$ cat config.mk
export PLATFORM = sky130hd
export DESIGN_NAME = power_save_mode_control
export DESIGN_NICKNAME = d
export VERILOG_FILES = /design/src/design/power_save_pkg.sv /design/src/design/power_save_mode_control.sv
export SDC_FILE = /design/constraint.sdc
export NUM_CORES = 1
export LEC_CHECK = 0
export BUFFER_PORTS_ARGS = -buffer_cell sky130_fd_sc_hd__buf_2
export CAP_MARGIN = 20
export CORE_ASPECT_RATIO = 0.75
export CORE_UTILIZATION = 30
export DETAILED_ROUTE_END_ITERATION = 12
export PLACE_DENSITY = 0.59
export SLEW_MARGIN = 20
export SYNTH_ARGS = -nofsm -noshare
export SYNTH_HDL_FRONTEND = slang
export SYNTH_SLANG_ARGS = --single-unit
$ cat constraint.sdc
create_clock -name i_clock -period 2.9 [get_ports i_clock]
set_input_delay 0.29 -clock i_clock [delete_from_list [all_inputs] [get_ports i_clock]]
set_output_delay 0.29 -clock i_clock [all_outputs]
set_load 0.1 [all_outputs]
$ cat src/design/power_save_pkg.sv
/*
  power_save_pkg: register map, field positions, reset values, timing
  constants and types for the power save mode controller.
  Assumes a 32-bit APB master and a core oscillator clock on i_clock.
*/
package power_save_pkg;

  // register byte offsets
  localparam logic [7:0] CTRL_OFS = 8'h00;
  localparam logic [7:0] OPTION_CONFIG_OFS = 8'h04;
  localparam logic [7:0] WAKE_EN_OFS = 8'h08;
  localparam logic [7:0] WAKE_EDGE_OFS = 8'h0c;
  localparam logic [7:0] WAKE_PEND_OFS = 8'h10;
  localparam logic [7:0] STATUS_OFS = 8'h14;
  localparam logic [7:0] IRQ_STATUS_OFS = 8'h18;
  localparam logic [7:0] IRQ_MASK_OFS = 8'h1c;

  // control register fields
  localparam int CTRL_HALT_BIT = 0;
  localparam int CTRL_IDLE_BIT = 1;
  localparam int CTRL_RC_STARTUP_DELAY_ENABLE_BIT = 2;
  localparam int CTRL_CLKMON_BIT = 3;
  localparam int CTRL_WAKE_TIMER_IRQ_ENABLE_BIT = 4;

  // option configuration fields
  localparam int OPT_HALT_DIS_BIT = 0;
  localparam int OPT_RC_OSC_BIT = 1;

  // event bits, shared by irq status and irq mask
  localparam int EV_WAKE_TIMER_BIT = 0;
  localparam int EV_WAKE_PIN_BIT = 1;
  localparam int EV_HALT_EXIT_BIT = 2;
  localparam int EV_WIDTH = 3;

  // timing
  localparam int TC_DIVIDE = 10;
  localparam int STARTUP_LOAD = 256;
  localparam int IDLE_TOGGLE_BIT = 11;
  localparam int IDLE_TIMER_WIDTH = 16;

  localparam logic [31:0] CTRL_RESET = 32'h0000_0008;

  typedef enum logic [1:0] {
    ST_RUN,
    ST_HALT,
    ST_STARTUP,
    ST_IDLE
  } pwr_state_t;

  // software control fields
  typedef struct packed {
    logic wake_timer_irq_enable;
    logic clock_monitor_enable;
    logic rc_startup_delay_enable;
  } ctrl_t;

  // option configuration fields
  typedef struct packed {
    logic rc_osc_select;
    logic halt_disable;
  } option_t;

endpackage

$ cat src/design/power_save_mode_control.sv
/*
  power_save_mode_control: deep stop (halt) and light sleep (idle) state
  controller with idle timer, start-up delay, wake sources and APB slave.
  Assumes i_clock is the oscillator clock, pins are synchronous to it and
  an APB master drives the register port.
*/
// Functional notes
// - writing one to the halt flag stops clock and all timers.
// - watchdog inhibited in halt; enabled clock monitor drives fault output low.
// - halt exits on wake pin edge, clock-out rise (rc only), or reset.
// - on wakeup enable oscillator, start-up counter loads 256 ticks before core clock.
// - instruction-cycle tick is oscillator clock divided by ten.
// - rc start-up delay applied only when delay enable set; cleared on reset.
// - with halt disabled, halt flag writes do nothing and read zero.
// - in halt, clock input held high for rc, else high impedance.
// - writing one to idle flag stops all but oscillator, idle timer and watchdog.
// - both sleep states keep state and all timers except idle timer.
// - idle exits on reset, wake pin event or idle timer bit twelve toggle; the code exits on the bit eleven toggle.
// - each toggle sets wake timer pending; interrupt needs its enable bit.
// - idle with timer irq enabled runs the service routine, then continues.
// - idle with timer irq disabled resumes at the following instruction.
// - halt entry refused while any wake pin is enabled and pending.
`timescale 1ns/1ps
`default_nettype none

module power_save_mode_control #(
  parameter int WAKE_PINS = 8
) (
  // clock and reset
  input wire logic i_clock,
  input wire logic i_nrst,
  // apb slave
  input wire logic i_psel,
  input wire logic i_penable,
  input wire logic i_pwrite,
  input wire logic [7:0] i_paddr,
  input wire logic [31:0] i_pwdata,
  output logic o_pready,
  output logic [31:0] o_prdata,
  output logic o_pslverr,
  // wake sources
  input wire logic [WAKE_PINS-1:0] i_wake_pins,
  input wire logic i_clock_out_pin,
  // power control
  output logic o_core_clock_enable,
  output logic o_oscillator_enable,
  output logic o_idle_timer_running,
  output logic o_watchdog_enable,
  output logic o_watchdog_fault_output_n,
  output logic o_clock_in_hold_high,
  output logic o_clock_in_hiz,
  // interrupts
  output logic o_wake_timer_irq,
  output logic o_irq
);

  initial begin
    if (WAKE_PINS < 1 || WAKE_PINS > 8) begin
      $error("WAKE_PINS must be 1 to 8");
    end
  end

  localparam int DIV_W = $clog2(power_save_pkg::TC_DIVIDE);
  localparam int SU_W = $clog2(power_save_pkg::STARTUP_LOAD) + 1;
  localparam int TW = power_save_pkg::IDLE_TIMER_WIDTH;
  localparam logic [DIV_W-1:0] DIV_LAST =
    DIV_W'(power_save_pkg::TC_DIVIDE - 1);
  localparam logic [SU_W-1:0] SU_LOAD = SU_W'(power_save_pkg::STARTUP_LOAD);

  power_save_pkg::pwr_state_t state_reg;
  power_save_pkg::ctrl_t ctrl_reg;
  power_save_pkg::option_t option_reg;
  logic [WAKE_PINS-1:0] wake_en_reg;
  logic [WAKE_PINS-1:0] wake_edge_reg;
  logic [WAKE_PINS-1:0] wake_pend_reg;
  logic [WAKE_PINS-1:0] pins_prev_reg;
  logic clock_out_prev_reg;
  logic [DIV_W-1:0] div_reg;
  logic [SU_W-1:0] startup_reg;
  logic [TW-1:0] idle_timer_reg;
  logic [power_save_pkg::EV_WIDTH-1:0] irq_status_reg;
  logic [power_save_pkg::EV_WIDTH-1:0] irq_mask_reg;

  ////////////////////////////////////////////////////////////////////////
  // bus decode

  logic wr_fire;
  logic setup;
  logic [7:0] addr;
  assign setup = i_psel & ~i_penable;
  assign wr_fire = i_psel & i_penable & o_pready & i_pwrite;
  assign addr = i_paddr;

  logic wr_ctrl;
  logic wr_opt;
  logic wr_wen;
  logic wr_wedge;
  logic wr_wpend;
  logic wr_irqs;
  logic wr_mask;
  assign wr_ctrl = wr_fire && addr == power_save_pkg::CTRL_OFS;
  assign wr_opt = wr_fire && addr == power_save_pkg::OPTION_CONFIG_OFS;
  assign wr_wen = wr_fire && addr == power_save_pkg::WAKE_EN_OFS;
  assign wr_wedge = wr_fire && addr == power_save_pkg::WAKE_EDGE_OFS;
  assign wr_wpend = wr_fire && addr == power_save_pkg::WAKE_PEND_OFS;
  assign wr_irqs = wr_fire && addr == power_save_pkg::IRQ_STATUS_OFS;
  assign wr_mask = wr_fire && addr == power_save_pkg::IRQ_MASK_OFS;

  ////////////////////////////////////////////////////////////////////////
  // wake event detection

  logic [WAKE_PINS-1:0] pin_edge;
  genvar g;
  generate
    for (g = 0; g < WAKE_PINS; g++) begin : g_edge
      // set in edge register selects falling, clear selects rising
      assign pin_edge[g] = wake_edge_reg[g] ?
        (pins_prev_reg[g] & ~i_wake_pins[g]) :
        (~pins_prev_reg[g] & i_wake_pins[g]);
    end
  endgenerate

  logic pin_wake;
  logic ckout_rise;
  logic halt_wake;
  logic halt_req;
  logic idle_req;
  assign pin_wake = |(pin_edge & wake_en_reg);
  assign ckout_rise = option_reg.rc_osc_select & ~clock_out_prev_reg &
    i_clock_out_pin;
  assign halt_wake = pin_wake | ckout_rise;

  assign halt_req = wr_ctrl & i_pwdata[power_save_pkg::CTRL_HALT_BIT] &
    ~option_reg.halt_disable & ~|(wake_en_reg & wake_pend_reg);
  assign idle_req = wr_ctrl & i_pwdata[power_save_pkg::CTRL_IDLE_BIT];

  always_ff @(posedge i_clock) begin
    if (!i_nrst) begin
      pins_prev_reg <= '0;
      clock_out_prev_reg <= 1'b0;
    end else begin
      pins_prev_reg <= i_wake_pins;
      clock_out_prev_reg <= i_clock_out_pin;
    end
  end

  ////////////////////////////////////////////////////////////////////////
  // instruction-cycle divider and timers

  logic tc_tick;
  logic bit12_toggle;
  assign tc_tick = (state_reg != power_save_pkg::ST_HALT) &&
    div_reg == DIV_LAST;
  // bit eleven flips only when a counting tick carries out of the bits below
  assign bit12_toggle = tc_tick &&
    state_reg != power_save_pkg::ST_STARTUP &&
    (&idle_timer_reg[power_save_pkg::IDLE_TOGGLE_BIT-1:0]);

  always_ff @(posedge i_clock) begin
    if (!i_nrst) begin
      div_reg <= '0;
    end else if (state_reg == power_save_pkg::ST_HALT) begin
      div_reg <= '0;
    end else if (div_reg == DIV_LAST) begin
      div_reg <= '0;
    end else begin
      div_reg <= div_reg + DIV_W'(1);
    end
  end

  always_ff @(posedge i_clock) begin
    if (!i_nrst) begin
      idle_timer_reg <= '0;
    end else if (tc_tick && state_reg != power_save_pkg::ST_STARTUP) begin
      idle_timer_reg <= idle_timer_reg + TW'(1);
    end
  end

  always_ff @(posedge i_clock) begin
    if (!i_nrst) begin
      startup_reg <= '0;
    end else if (state_reg == power_save_pkg::ST_HALT) begin
      startup_reg <= SU_LOAD;
    end else if (state_reg == power_save_pkg::ST_STARTUP && tc_tick) begin
      startup_reg <= startup_reg - SU_W'(1);
    end
  end

  ////////////////////////////////////////////////////////////////////////
  // power state machine

  always_ff @(posedge i_clock) begin
    if (!i_nrst) begin
      state_reg <= power_save_pkg::ST_RUN;
    end else begin
      unique case (state_reg)
        power_save_pkg::ST_RUN: begin
          if (halt_req) begin
            state_reg <= power_save_pkg::ST_HALT;
          end else if (idle_req) begin
            state_reg <= power_save_pkg::ST_IDLE;
          end
        end
        power_save_pkg::ST_HALT: begin
          if (halt_wake) begin
            if (option_reg.rc_osc_select &&
                !ctrl_reg.rc_startup_delay_enable) begin
              state_reg <= power_save_pkg::ST_RUN;
            end else begin
              state_reg <= power_save_pkg::ST_STARTUP;
            end
          end
        end
        power_save_pkg::ST_STARTUP: begin
          if (tc_tick && startup_reg == SU_W'(1)) begin
            state_reg <= power_save_pkg::ST_RUN;
          end
        end
        power_save_pkg::ST_IDLE: begin
          if (pin_wake || bit12_toggle) begin
            state_reg <= power_save_pkg::ST_RUN;
          end
        end
      endcase
    end
  end

  ////////////////////////////////////////////////////////////////////////
  // software registers

  always_ff @(posedge i_clock) begin
    if (!i_nrst) begin
      ctrl_reg <= power_save_pkg::ctrl_t'(
        power_save_pkg::CTRL_RESET[power_save_pkg::CTRL_WAKE_TIMER_IRQ_ENABLE_BIT:
                                   power_save_pkg::CTRL_RC_STARTUP_DELAY_ENABLE_BIT]);
    end else if (wr_ctrl) begin
      ctrl_reg <= power_save_pkg::ctrl_t'(
        i_pwdata[power_save_pkg::CTRL_WAKE_TIMER_IRQ_ENABLE_BIT:
                 power_save_pkg::CTRL_RC_STARTUP_DELAY_ENABLE_BIT]);
    end
  end

  always_ff @(posedge i_clock) begin
    if (!i_nrst) begin
      option_reg <= '0;
    end else if (wr_opt) begin
      option_reg <= power_save_pkg::option_t'(
        i_pwdata[power_save_pkg::OPT_RC_OSC_BIT:
                 power_save_pkg::OPT_HALT_DIS_BIT]);
    end
  end

  always_ff @(posedge i_clock) begin
    if (!i_nrst) begin
      wake_en_reg <= '0;
      wake_edge_reg <= '0;
    end else begin
      if (wr_wen) begin
        wake_en_reg <= i_pwdata[WAKE_PINS-1:0];
      end
      if (wr_wedge) begin
        wake_edge_reg <= i_pwdata[WAKE_PINS-1:0];
      end
    end
  end

  // pending edges: a new edge wins over a write-one clear
  always_ff @(posedge i_clock) begin
    if (!i_nrst) begin
      wake_pend_reg <= '0;
    end else begin
      wake_pend_reg <= (wake_pend_reg &
        ~(wr_wpend ? i_pwdata[WAKE_PINS-1:0] : '0)) | pin_edge;
    end
  end

  ////////////////////////////////////////////////////////////////////////
  // interrupt status and mask

  logic [power_save_pkg::EV_WIDTH-1:0] events;
  always_comb begin
    events = '0;
    events[power_save_pkg::EV_WAKE_TIMER_BIT] = bit12_toggle;
    events[power_save_pkg::EV_WAKE_PIN_BIT] = pin_wake;
    events[power_save_pkg::EV_HALT_EXIT_BIT] =
      state_reg == power_save_pkg::ST_HALT && halt_wake;
  end

  always_ff @(posedge i_clock) begin
    if (!i_nrst) begin
      irq_status_reg <= '0;
    end else begin
      irq_status_reg <= (irq_status_reg &
        ~(wr_irqs ? i_pwdata[power_save_pkg::EV_WIDTH-1:0] : '0)) | events;
    end
  end

  always_ff @(posedge i_clock) begin
    if (!i_nrst) begin
      irq_mask_reg <= '0;
    end else if (wr_mask) begin
      irq_mask_reg <= i_pwdata[power_save_pkg::EV_WIDTH-1:0];
    end
  end

  ////////////////////////////////////////////////////////////////////////
  // apb answer

  logic [31:0] rd_mux;
  logic rd_hit;
  always_comb begin
    rd_mux = '0;
    rd_hit = 1'b1;
    unique case (addr)
      power_save_pkg::CTRL_OFS: begin
        // halt flag reads zero when disabled
        rd_mux[power_save_pkg::CTRL_HALT_BIT] =
          state_reg == power_save_pkg::ST_HALT;
        rd_mux[power_save_pkg::CTRL_IDLE_BIT] =
          state_reg == power_save_pkg::ST_IDLE;
        rd_mux[power_save_pkg::CTRL_WAKE_TIMER_IRQ_ENABLE_BIT:
               power_save_pkg::CTRL_RC_STARTUP_DELAY_ENABLE_BIT] = ctrl_reg;
      end
      power_save_pkg::OPTION_CONFIG_OFS: begin
        rd_mux[power_save_pkg::OPT_RC_OSC_BIT:
               power_save_pkg::OPT_HALT_DIS_BIT] = option_reg;
      end
      power_save_pkg::WAKE_EN_OFS: rd_mux[WAKE_PINS-1:0] = wake_en_reg;
      power_save_pkg::WAKE_EDGE_OFS: rd_mux[WAKE_PINS-1:0] = wake_edge_reg;
      power_save_pkg::WAKE_PEND_OFS: rd_mux[WAKE_PINS-1:0] = wake_pend_reg;
      power_save_pkg::STATUS_OFS: begin
        rd_mux[TW-1:0] = idle_timer_reg;
        rd_mux[TW+1:TW] = state_reg;
      end
      power_save_pkg::IRQ_STATUS_OFS: begin
        rd_mux[power_save_pkg::EV_WIDTH-1:0] = irq_status_reg;
      end
      power_save_pkg::IRQ_MASK_OFS: begin
        rd_mux[power_save_pkg::EV_WIDTH-1:0] = irq_mask_reg;
      end
      default: rd_hit = 1'b0;
    endcase
  end

  // one wait-free access phase: ready rises the cycle after setup
  always_ff @(posedge i_clock) begin
    if (!i_nrst) begin
      o_pready <= 1'b0;
      o_prdata <= '0;
      o_pslverr <= 1'b0;
    end else begin
      o_pready <= setup;
      o_pslverr <= setup & ~rd_hit;
      o_prdata <= (setup & ~i_pwrite) ? rd_mux : '0;
    end
  end

  ////////////////////////////////////////////////////////////////////////
  // power outputs

  power_save_pkg::pwr_state_t state_next;
  always_comb begin
    state_next = state_reg;
    if (state_reg == power_save_pkg::ST_RUN && halt_req) begin
      state_next = power_save_pkg::ST_HALT;
    end else if (state_reg == power_save_pkg::ST_RUN && idle_req) begin
      state_next = power_save_pkg::ST_IDLE;
    end
  end

  always_ff @(posedge i_clock) begin
    if (!i_nrst) begin
      o_core_clock_enable <= 1'b1;
      o_oscillator_enable <= 1'b1;
      o_idle_timer_running <= 1'b1;
      o_watchdog_enable <= 1'b1;
      o_watchdog_fault_output_n <= 1'b1;
      o_clock_in_hold_high <= 1'b0;
      o_clock_in_hiz <= 1'b0;
      o_wake_timer_irq <= 1'b0;
      o_irq <= 1'b0;
    end else begin
      o_core_clock_enable <= state_reg == power_save_pkg::ST_RUN &&
        state_next == power_save_pkg::ST_RUN;
      o_oscillator_enable <= state_next != power_save_pkg::ST_HALT;
      o_idle_timer_running <= state_next != power_save_pkg::ST_HALT;
      o_watchdog_enable <= state_next != power_save_pkg::ST_HALT;
      o_watchdog_fault_output_n <= ~(ctrl_reg.clock_monitor_enable &&
        state_next == power_save_pkg::ST_HALT);
      o_clock_in_hold_high <= state_next == power_save_pkg::ST_HALT &&
        option_reg.rc_osc_select;
      o_clock_in_hiz <= state_next == power_save_pkg::ST_HALT &&
        !option_reg.rc_osc_select;
      // irq drives the isr after idle
      o_wake_timer_irq <= ctrl_reg.wake_timer_irq_enable &
        irq_status_reg[power_save_pkg::EV_WAKE_TIMER_BIT];
      o_irq <= |(irq_status_reg & irq_mask_reg);
    end
  end

endmodule // power_save_mode_control

`default_nettype wire

# After elaboration in Yosys (flattened, before gate mapping)
# Cells that the tools add are included.
# op_classes
reduce_logical,38
muxes,26
n_addsub,3
n_eq_ne,20
n_bitwise,62
# ops
cell,n
"== test 8 x 5 -> 1 bit, second input constant",4
bitwise AND 1 bit,29
bitwise AND 8 bit,3
OR reduction 8 bit,3
inverter 1 bit,23
logical AND 1 bit,20
two-way mux 9 bit,2
"adder 16 x 1 -> 16 bit, second input constant",1
"== test 8 x 4 -> 1 bit, second input constant",2
two-way mux 2 bit,8
one-hot mux 2 bit (8 select lines),1
one-hot mux 3 bit (4 select lines),1
AND reduction 11 bit,1
one-hot mux 2 bit (5 select lines),1
"== test 9 x 1 -> 1 bit, second input constant",1
two-way mux 1 bit,9
"subtractor 9 x 1 -> 9 bit, second input constant",1
"== test 8 x 3 -> 1 bit, second input constant",1
logical NOT 8 bit,1
two-way mux 8 bit,1
inverter 8 bit,1
OR 8 bit,1
one-hot mux 2 bit (4 select lines),1
one-hot mux 1 bit (7 select lines),1
other kinds (21),32
# totals
wordCells,178
ff_bits,116

# Logic depth before layout (Yosys ltp)
# depth
word_depth,12
depth_mapped,8
mapped_depth_nobuf,8

# Least setup slack after synthesis
# OpenSTA, ideal clock, no wires.
# synth_timing
path_kind,register to register
from,reg o_pready
to,reg wake_en_reg[0]
stages_incl_launch_ff,5
slack_ns,0.626
arrival_ns,2.146
required_time_ns,2.772
n_path_buf,0
setup_ns,0.128
path_cell_list,dfxtp_1 -> nand4_1 -> nor3_2 -> mux2i_1 -> nor2_1
# synth_between
elab_chain_len,3
# synth_rtl
item,line,source
from (decl),power_save_mode_control.sv:38,"output logic o_pready,"
from (signal assigned),power_save_mode_control.sv:352,o_pready <= setup;
bitwise AND 1 bit (2 in a row),power_save_mode_control.sv:91,assign wr_fire = i_psel & i_penable & o_pready & i_pwrite;
logical AND 1 bit,power_save_mode_control.sv:103,assign wr_wen = wr_fire && addr == power_save_pkg::WAKE_EN_OFS;
to (signal assigned),power_save_mode_control.sv:259,wake_en_reg <= i_pwdata[WAKE_PINS-1:0];
to (decl),power_save_mode_control.sv:73,logic [WAKE_PINS-1:0] wake_en_reg;
# No other way between the ends.
# A chain may end at the register's enable or synchronous reset.

# Worst setup path in the final report
# layout_timing
from,reg wake_edge_reg[4]
to,reg state_reg[1]
# layout_between
elab_chain_len,6
word_cells_on_any_way,8
classes_between,2 x eq/ne; 1 x mux; 2 x bitwise; 3 x reduce/logical
# layout_rtl
item,line,source
from (decl),power_save_mode_control.sv:74,logic [WAKE_PINS-1:0] wake_edge_reg;
from (signal assigned),power_save_mode_control.sv:262,wake_edge_reg <= i_pwdata[WAKE_PINS-1:0];
two-way mux 1 bit *,power_save_mode_control.sv:117,assign pin_edge[g] = wake_edge_reg[g] ?
bitwise AND 8 bit *,power_save_mode_control.sv:128,assign pin_wake = |(pin_edge & wake_en_reg);
OR reduction 8 bit *,power_save_mode_control.sv:128,
OR 1 bit or logical OR 1 bit (tied branches),"power_save_mode_control.sv:131, power_save_mode_control.sv:220",
!= test 2 bit (no line),-,
AND reduction 4 bit (no line) *,-,
to (signal assigned),power_save_mode_control.sv:194,state_reg <= power_save_pkg::ST_RUN;
to (signal assigned),power_save_mode_control.sv:199,state_reg <= power_save_pkg::ST_HALT;
to (signal assigned),power_save_mode_control.sv:201,state_reg <= power_save_pkg::ST_IDLE;
to (decl),power_save_mode_control.sv:70,power_save_pkg::pwr_state_t state_reg;
# Mark *: on every way between the ends. The rest lies on a longest branch, timed or not.

==> impl_results.md <==
- First-pass GRT wire length: approximately 19 mm
- Htree depth: 3
- Core area: roughly 0.015 mm^2
- Vias per cell: 4.99
- Hold crit path type: in -> reg
- Clock latency on the worst-skew pair: 0.34 ns
- Peak supply drop: ~0.00023 V
- R2R setup slack: 0.74 ns
- Post-CTS sizing: 0
- GRT overflow: 0
- Die W: approximately 140 um
- Final core area utilization: 0.364
- Setup Skew: about 0.0064 ns
- Postcts setup bufs: 0
- Fmax: 463 MHz
- Final ANT Viol Nets: 0
- Vias: approximately 3800
- Root buffer cell: clkbuf_16
- Post-synth top area cell: dfxtp_1
- RSZ-0062 raised after global routing: no
- Syn avg cell area: roughly 9 um^2
- Synth top area cells: dfxtp_1 (45%), nor2_1 (4.9%), nand2_1 (4.4%)
- Flops & latches, synth: a little over 100
- Worst r2r src: wake_edge_reg[4]$_SDFFE_PN0P_
- # clock sinks: between 100 and 150
- Die ar.: approximately 0.016 mm^2
- Yosys top cell area share: 0.450
- CTS Buf Count: 9
- LEAKAGE: about 2.1 nW
- CP Capture Type: register
- Std-Cell Rows: 38
- Layout cell share with drive strength beyond 1: 0.174
- Register area share after synthesis: 0.450
- R2R cell count: 6
- Synthesized instance count: between 500 and 600
- Max-slew headroom: 0.585
- CTS tree: done
- Post-synth EDFFs: 0
- Setup crit end: state_reg[1]$_SDFFE_PN0P_
- Syn. warnings: 0
- Detailed Routing Iterations Pass 1: 6
- WS Path Type: reg -> reg
- Setup crit start kind: register
- Distinct cells, synth: between 60 and 70
- Number of antenna violations at the first check in global routing: 0
- N_diodes: 0
- Top_reg_cell synth: dfxtp_1
- Area delta synth->final: 17.0%
- Final Hold Fails: 0
- CTS clk-pin slew, worst paths: about 0.070 ns
- DP Area: between 0.005 and 0.006 mm^2
- CP arrival: around 2.4 ns
- # Max-Cap Violations: 0
- CP startpoint: wake_edge_reg[4]$_SDFFE_PN0P_
- Crit path required time: approximately 3.1 ns
- Pin slew with the least headroom to its limit: 0.620 ns
- Nets@finish: 622
- Finish-stage setup viols: 0
- Fin Setup TNS: 0 ns
- Power per cell area: around 540 mW/mm^2
- Post-Syn Area: around 0.0045 mm^2
- Most common library cells after synthesis: dfxtp_1 (102), nor2_1 (59), nand2_1 (53)
- PortBufs: 58
- Reg-to-Reg End: state_reg[1]$_SDFFE_PN0P_
- Initial Util: 0.311
- Ports: 97
- Clock buffer depth: 2
- Die Span Y: approximately 110 um
- Most numerous cell in the Yosys netlist: dfxtp_1
- Post-DP HPWL: ~8.7 mm
- Outcome: finished, final reports clean
- # DRC: 0
- Drt total wl: between 10 and 15 mm
- Tmin final: about 2.2 ns
- Pwr Total: a little under 0.003 W
- Iteration-0 DRC Markers: between 300 and 400
- Worst-path fanout max: 6
- Number of flip-flops in the largest register: 18
- WHS: 0.170 ns
- Synth async-reset ratio: 0
- Post-CTS Hold Fix Bufs: 0
- Max Slew Vio Count: 0
- Wirelength per Cell: around 15 um
- Final instance area: roughly 0.0053 mm^2
- RePlAce Congestion: slightly below 0.9
- Largest net degree at the start of global routing: 32
- Vias in the first global route: around 3500
- Gr usage total: 0.159
- Fill cells: around 1500
- Final critical-path share of the clock period: 0.745
worst min path at each step:
stage,start,endpoint,slack [ns],cells after the start
floorplan,ctrl_reg[1]$_SDFFE_PN1N_,o_watchdog_fault_output_n$_SDFF_PN1_,0.37,1
global placement,ctrl_reg[1]$_SDFFE_PN1N_,o_watchdog_fault_output_n$_SDFF_PN1_,0.45,1
detailed placement,ctrl_reg[1]$_SDFFE_PN1N_,o_watchdog_fault_output_n$_SDFF_PN1_,0.45,1
CTS,i_wake_pins[0],pins_prev_reg[0]$_SDFF_PN0_,0.16,2
global route,i_wake_pins[0],pins_prev_reg[0]$_SDFF_PN0_,0.18,2
finish,i_wake_pins[0],pins_prev_reg[0]$_SDFF_PN0_,0.17,2
critical path, cell delays in order (launching register included):
cell and delay [ns]:
dfxtp_1 0.44, nor4bb_1 0.09, a31oi_1 0.29, nand4_1 0.19
a2111o_1 0.51, o31ai_1 0.24, a2bb2o_2 0.29
per-layer routing:
layer / global-route usage / vias to the layer above / routed length (um) / part of all wire
met1: 0.233 / 1818 / 5880 / 0.51
met4: 0.0532 / 0 / 161 / 0.014
li1: - / 1877 / - / -
met5: 0 / - / 0 / 0
met2: 0.223 / 125 / 4760 / 0.41
met3: 0.0390 / 11 / 804 / 0.069
cell usage in the layout (no fill, tap or decap), types with 5 or more instances in the layout:
| cell type | count |
|---|---|
| and3_1 | 5 |
| xnor2_1 | 8 |
| xor2_1 | 12 |
| o21ai_0 | 13 |
| nor2_1 | 59 |
| nor3b_1 | 5 |
| conb_1 | 14 |
| nand4_1 | 7 |
| nor3_1 | 10 |
| and2_1 | 21 |
| a222oi_1 | 8 |
| a21oi_1 | 34 |
| nand2_1 | 53 |
| or3_1 | 7 |
| nand3_1 | 20 |
| ha_1 | 5 |
| buf_2 | 58 |
| buf_4 | 7 |
| dfxtp_1 | 102 |
| mux2i_1 | 15 |
| nand2b_1 | 5 |
| nor2b_1 | 5 |
| clkbuf_16 | 9 |
| inv_1 | 11 |
| a22oi_1 | 7 |
| a221oi_1 | 6 |
metrics by stage:
| stage | instances | setup WS [ns] |
|---|---|---|
| after floorplan | 517 | 0.626 |
| after global placement | 752 | 0.734 |
| after detailed placement | 752 | 0.726 |
| after CTS | 768 | 0.755 |
| after global routing | 768 | 0.611 |
| final | 768 | 0.739 |
cell families after synthesis:
family / count (synthesis) / synth area share
adder cells (fa/ha/maj): 5 / 0.0138
buffers and inverters: 42 / 0.0482
XOR/XNOR: 20 / 0.0386
AO/OA/AOI/OAI: 90 / 0.139
AND/OR/NAND/NOR: 228 / 0.274
flip-flops: 102 / 0.450
other: 1 / 0.000826
multiplexers: 16 / 0.0356
area by class of cell:
cell class	instances	area, um^2	share of cell area
Multi-Input combinational cell	373	2330	0.438
Sequential cell	102	2040	0.384
Timing Repair Buffer	65	343	0.0645
Tap cell	200	250	0.0471
Clock buffer	9	225	0.0424
Clock inverter	7	80.1	0.0151
Inverter	12	45.0	0.00848
report_power, final:
group	total [W]	internal, W	switching, W
registers	0.00144	0.00142	0.0000161
clock network	0.00124	0.000682	0.000558
logic	0.000210	0.0000472	0.000163
Power figures use the tool's default switching activity.
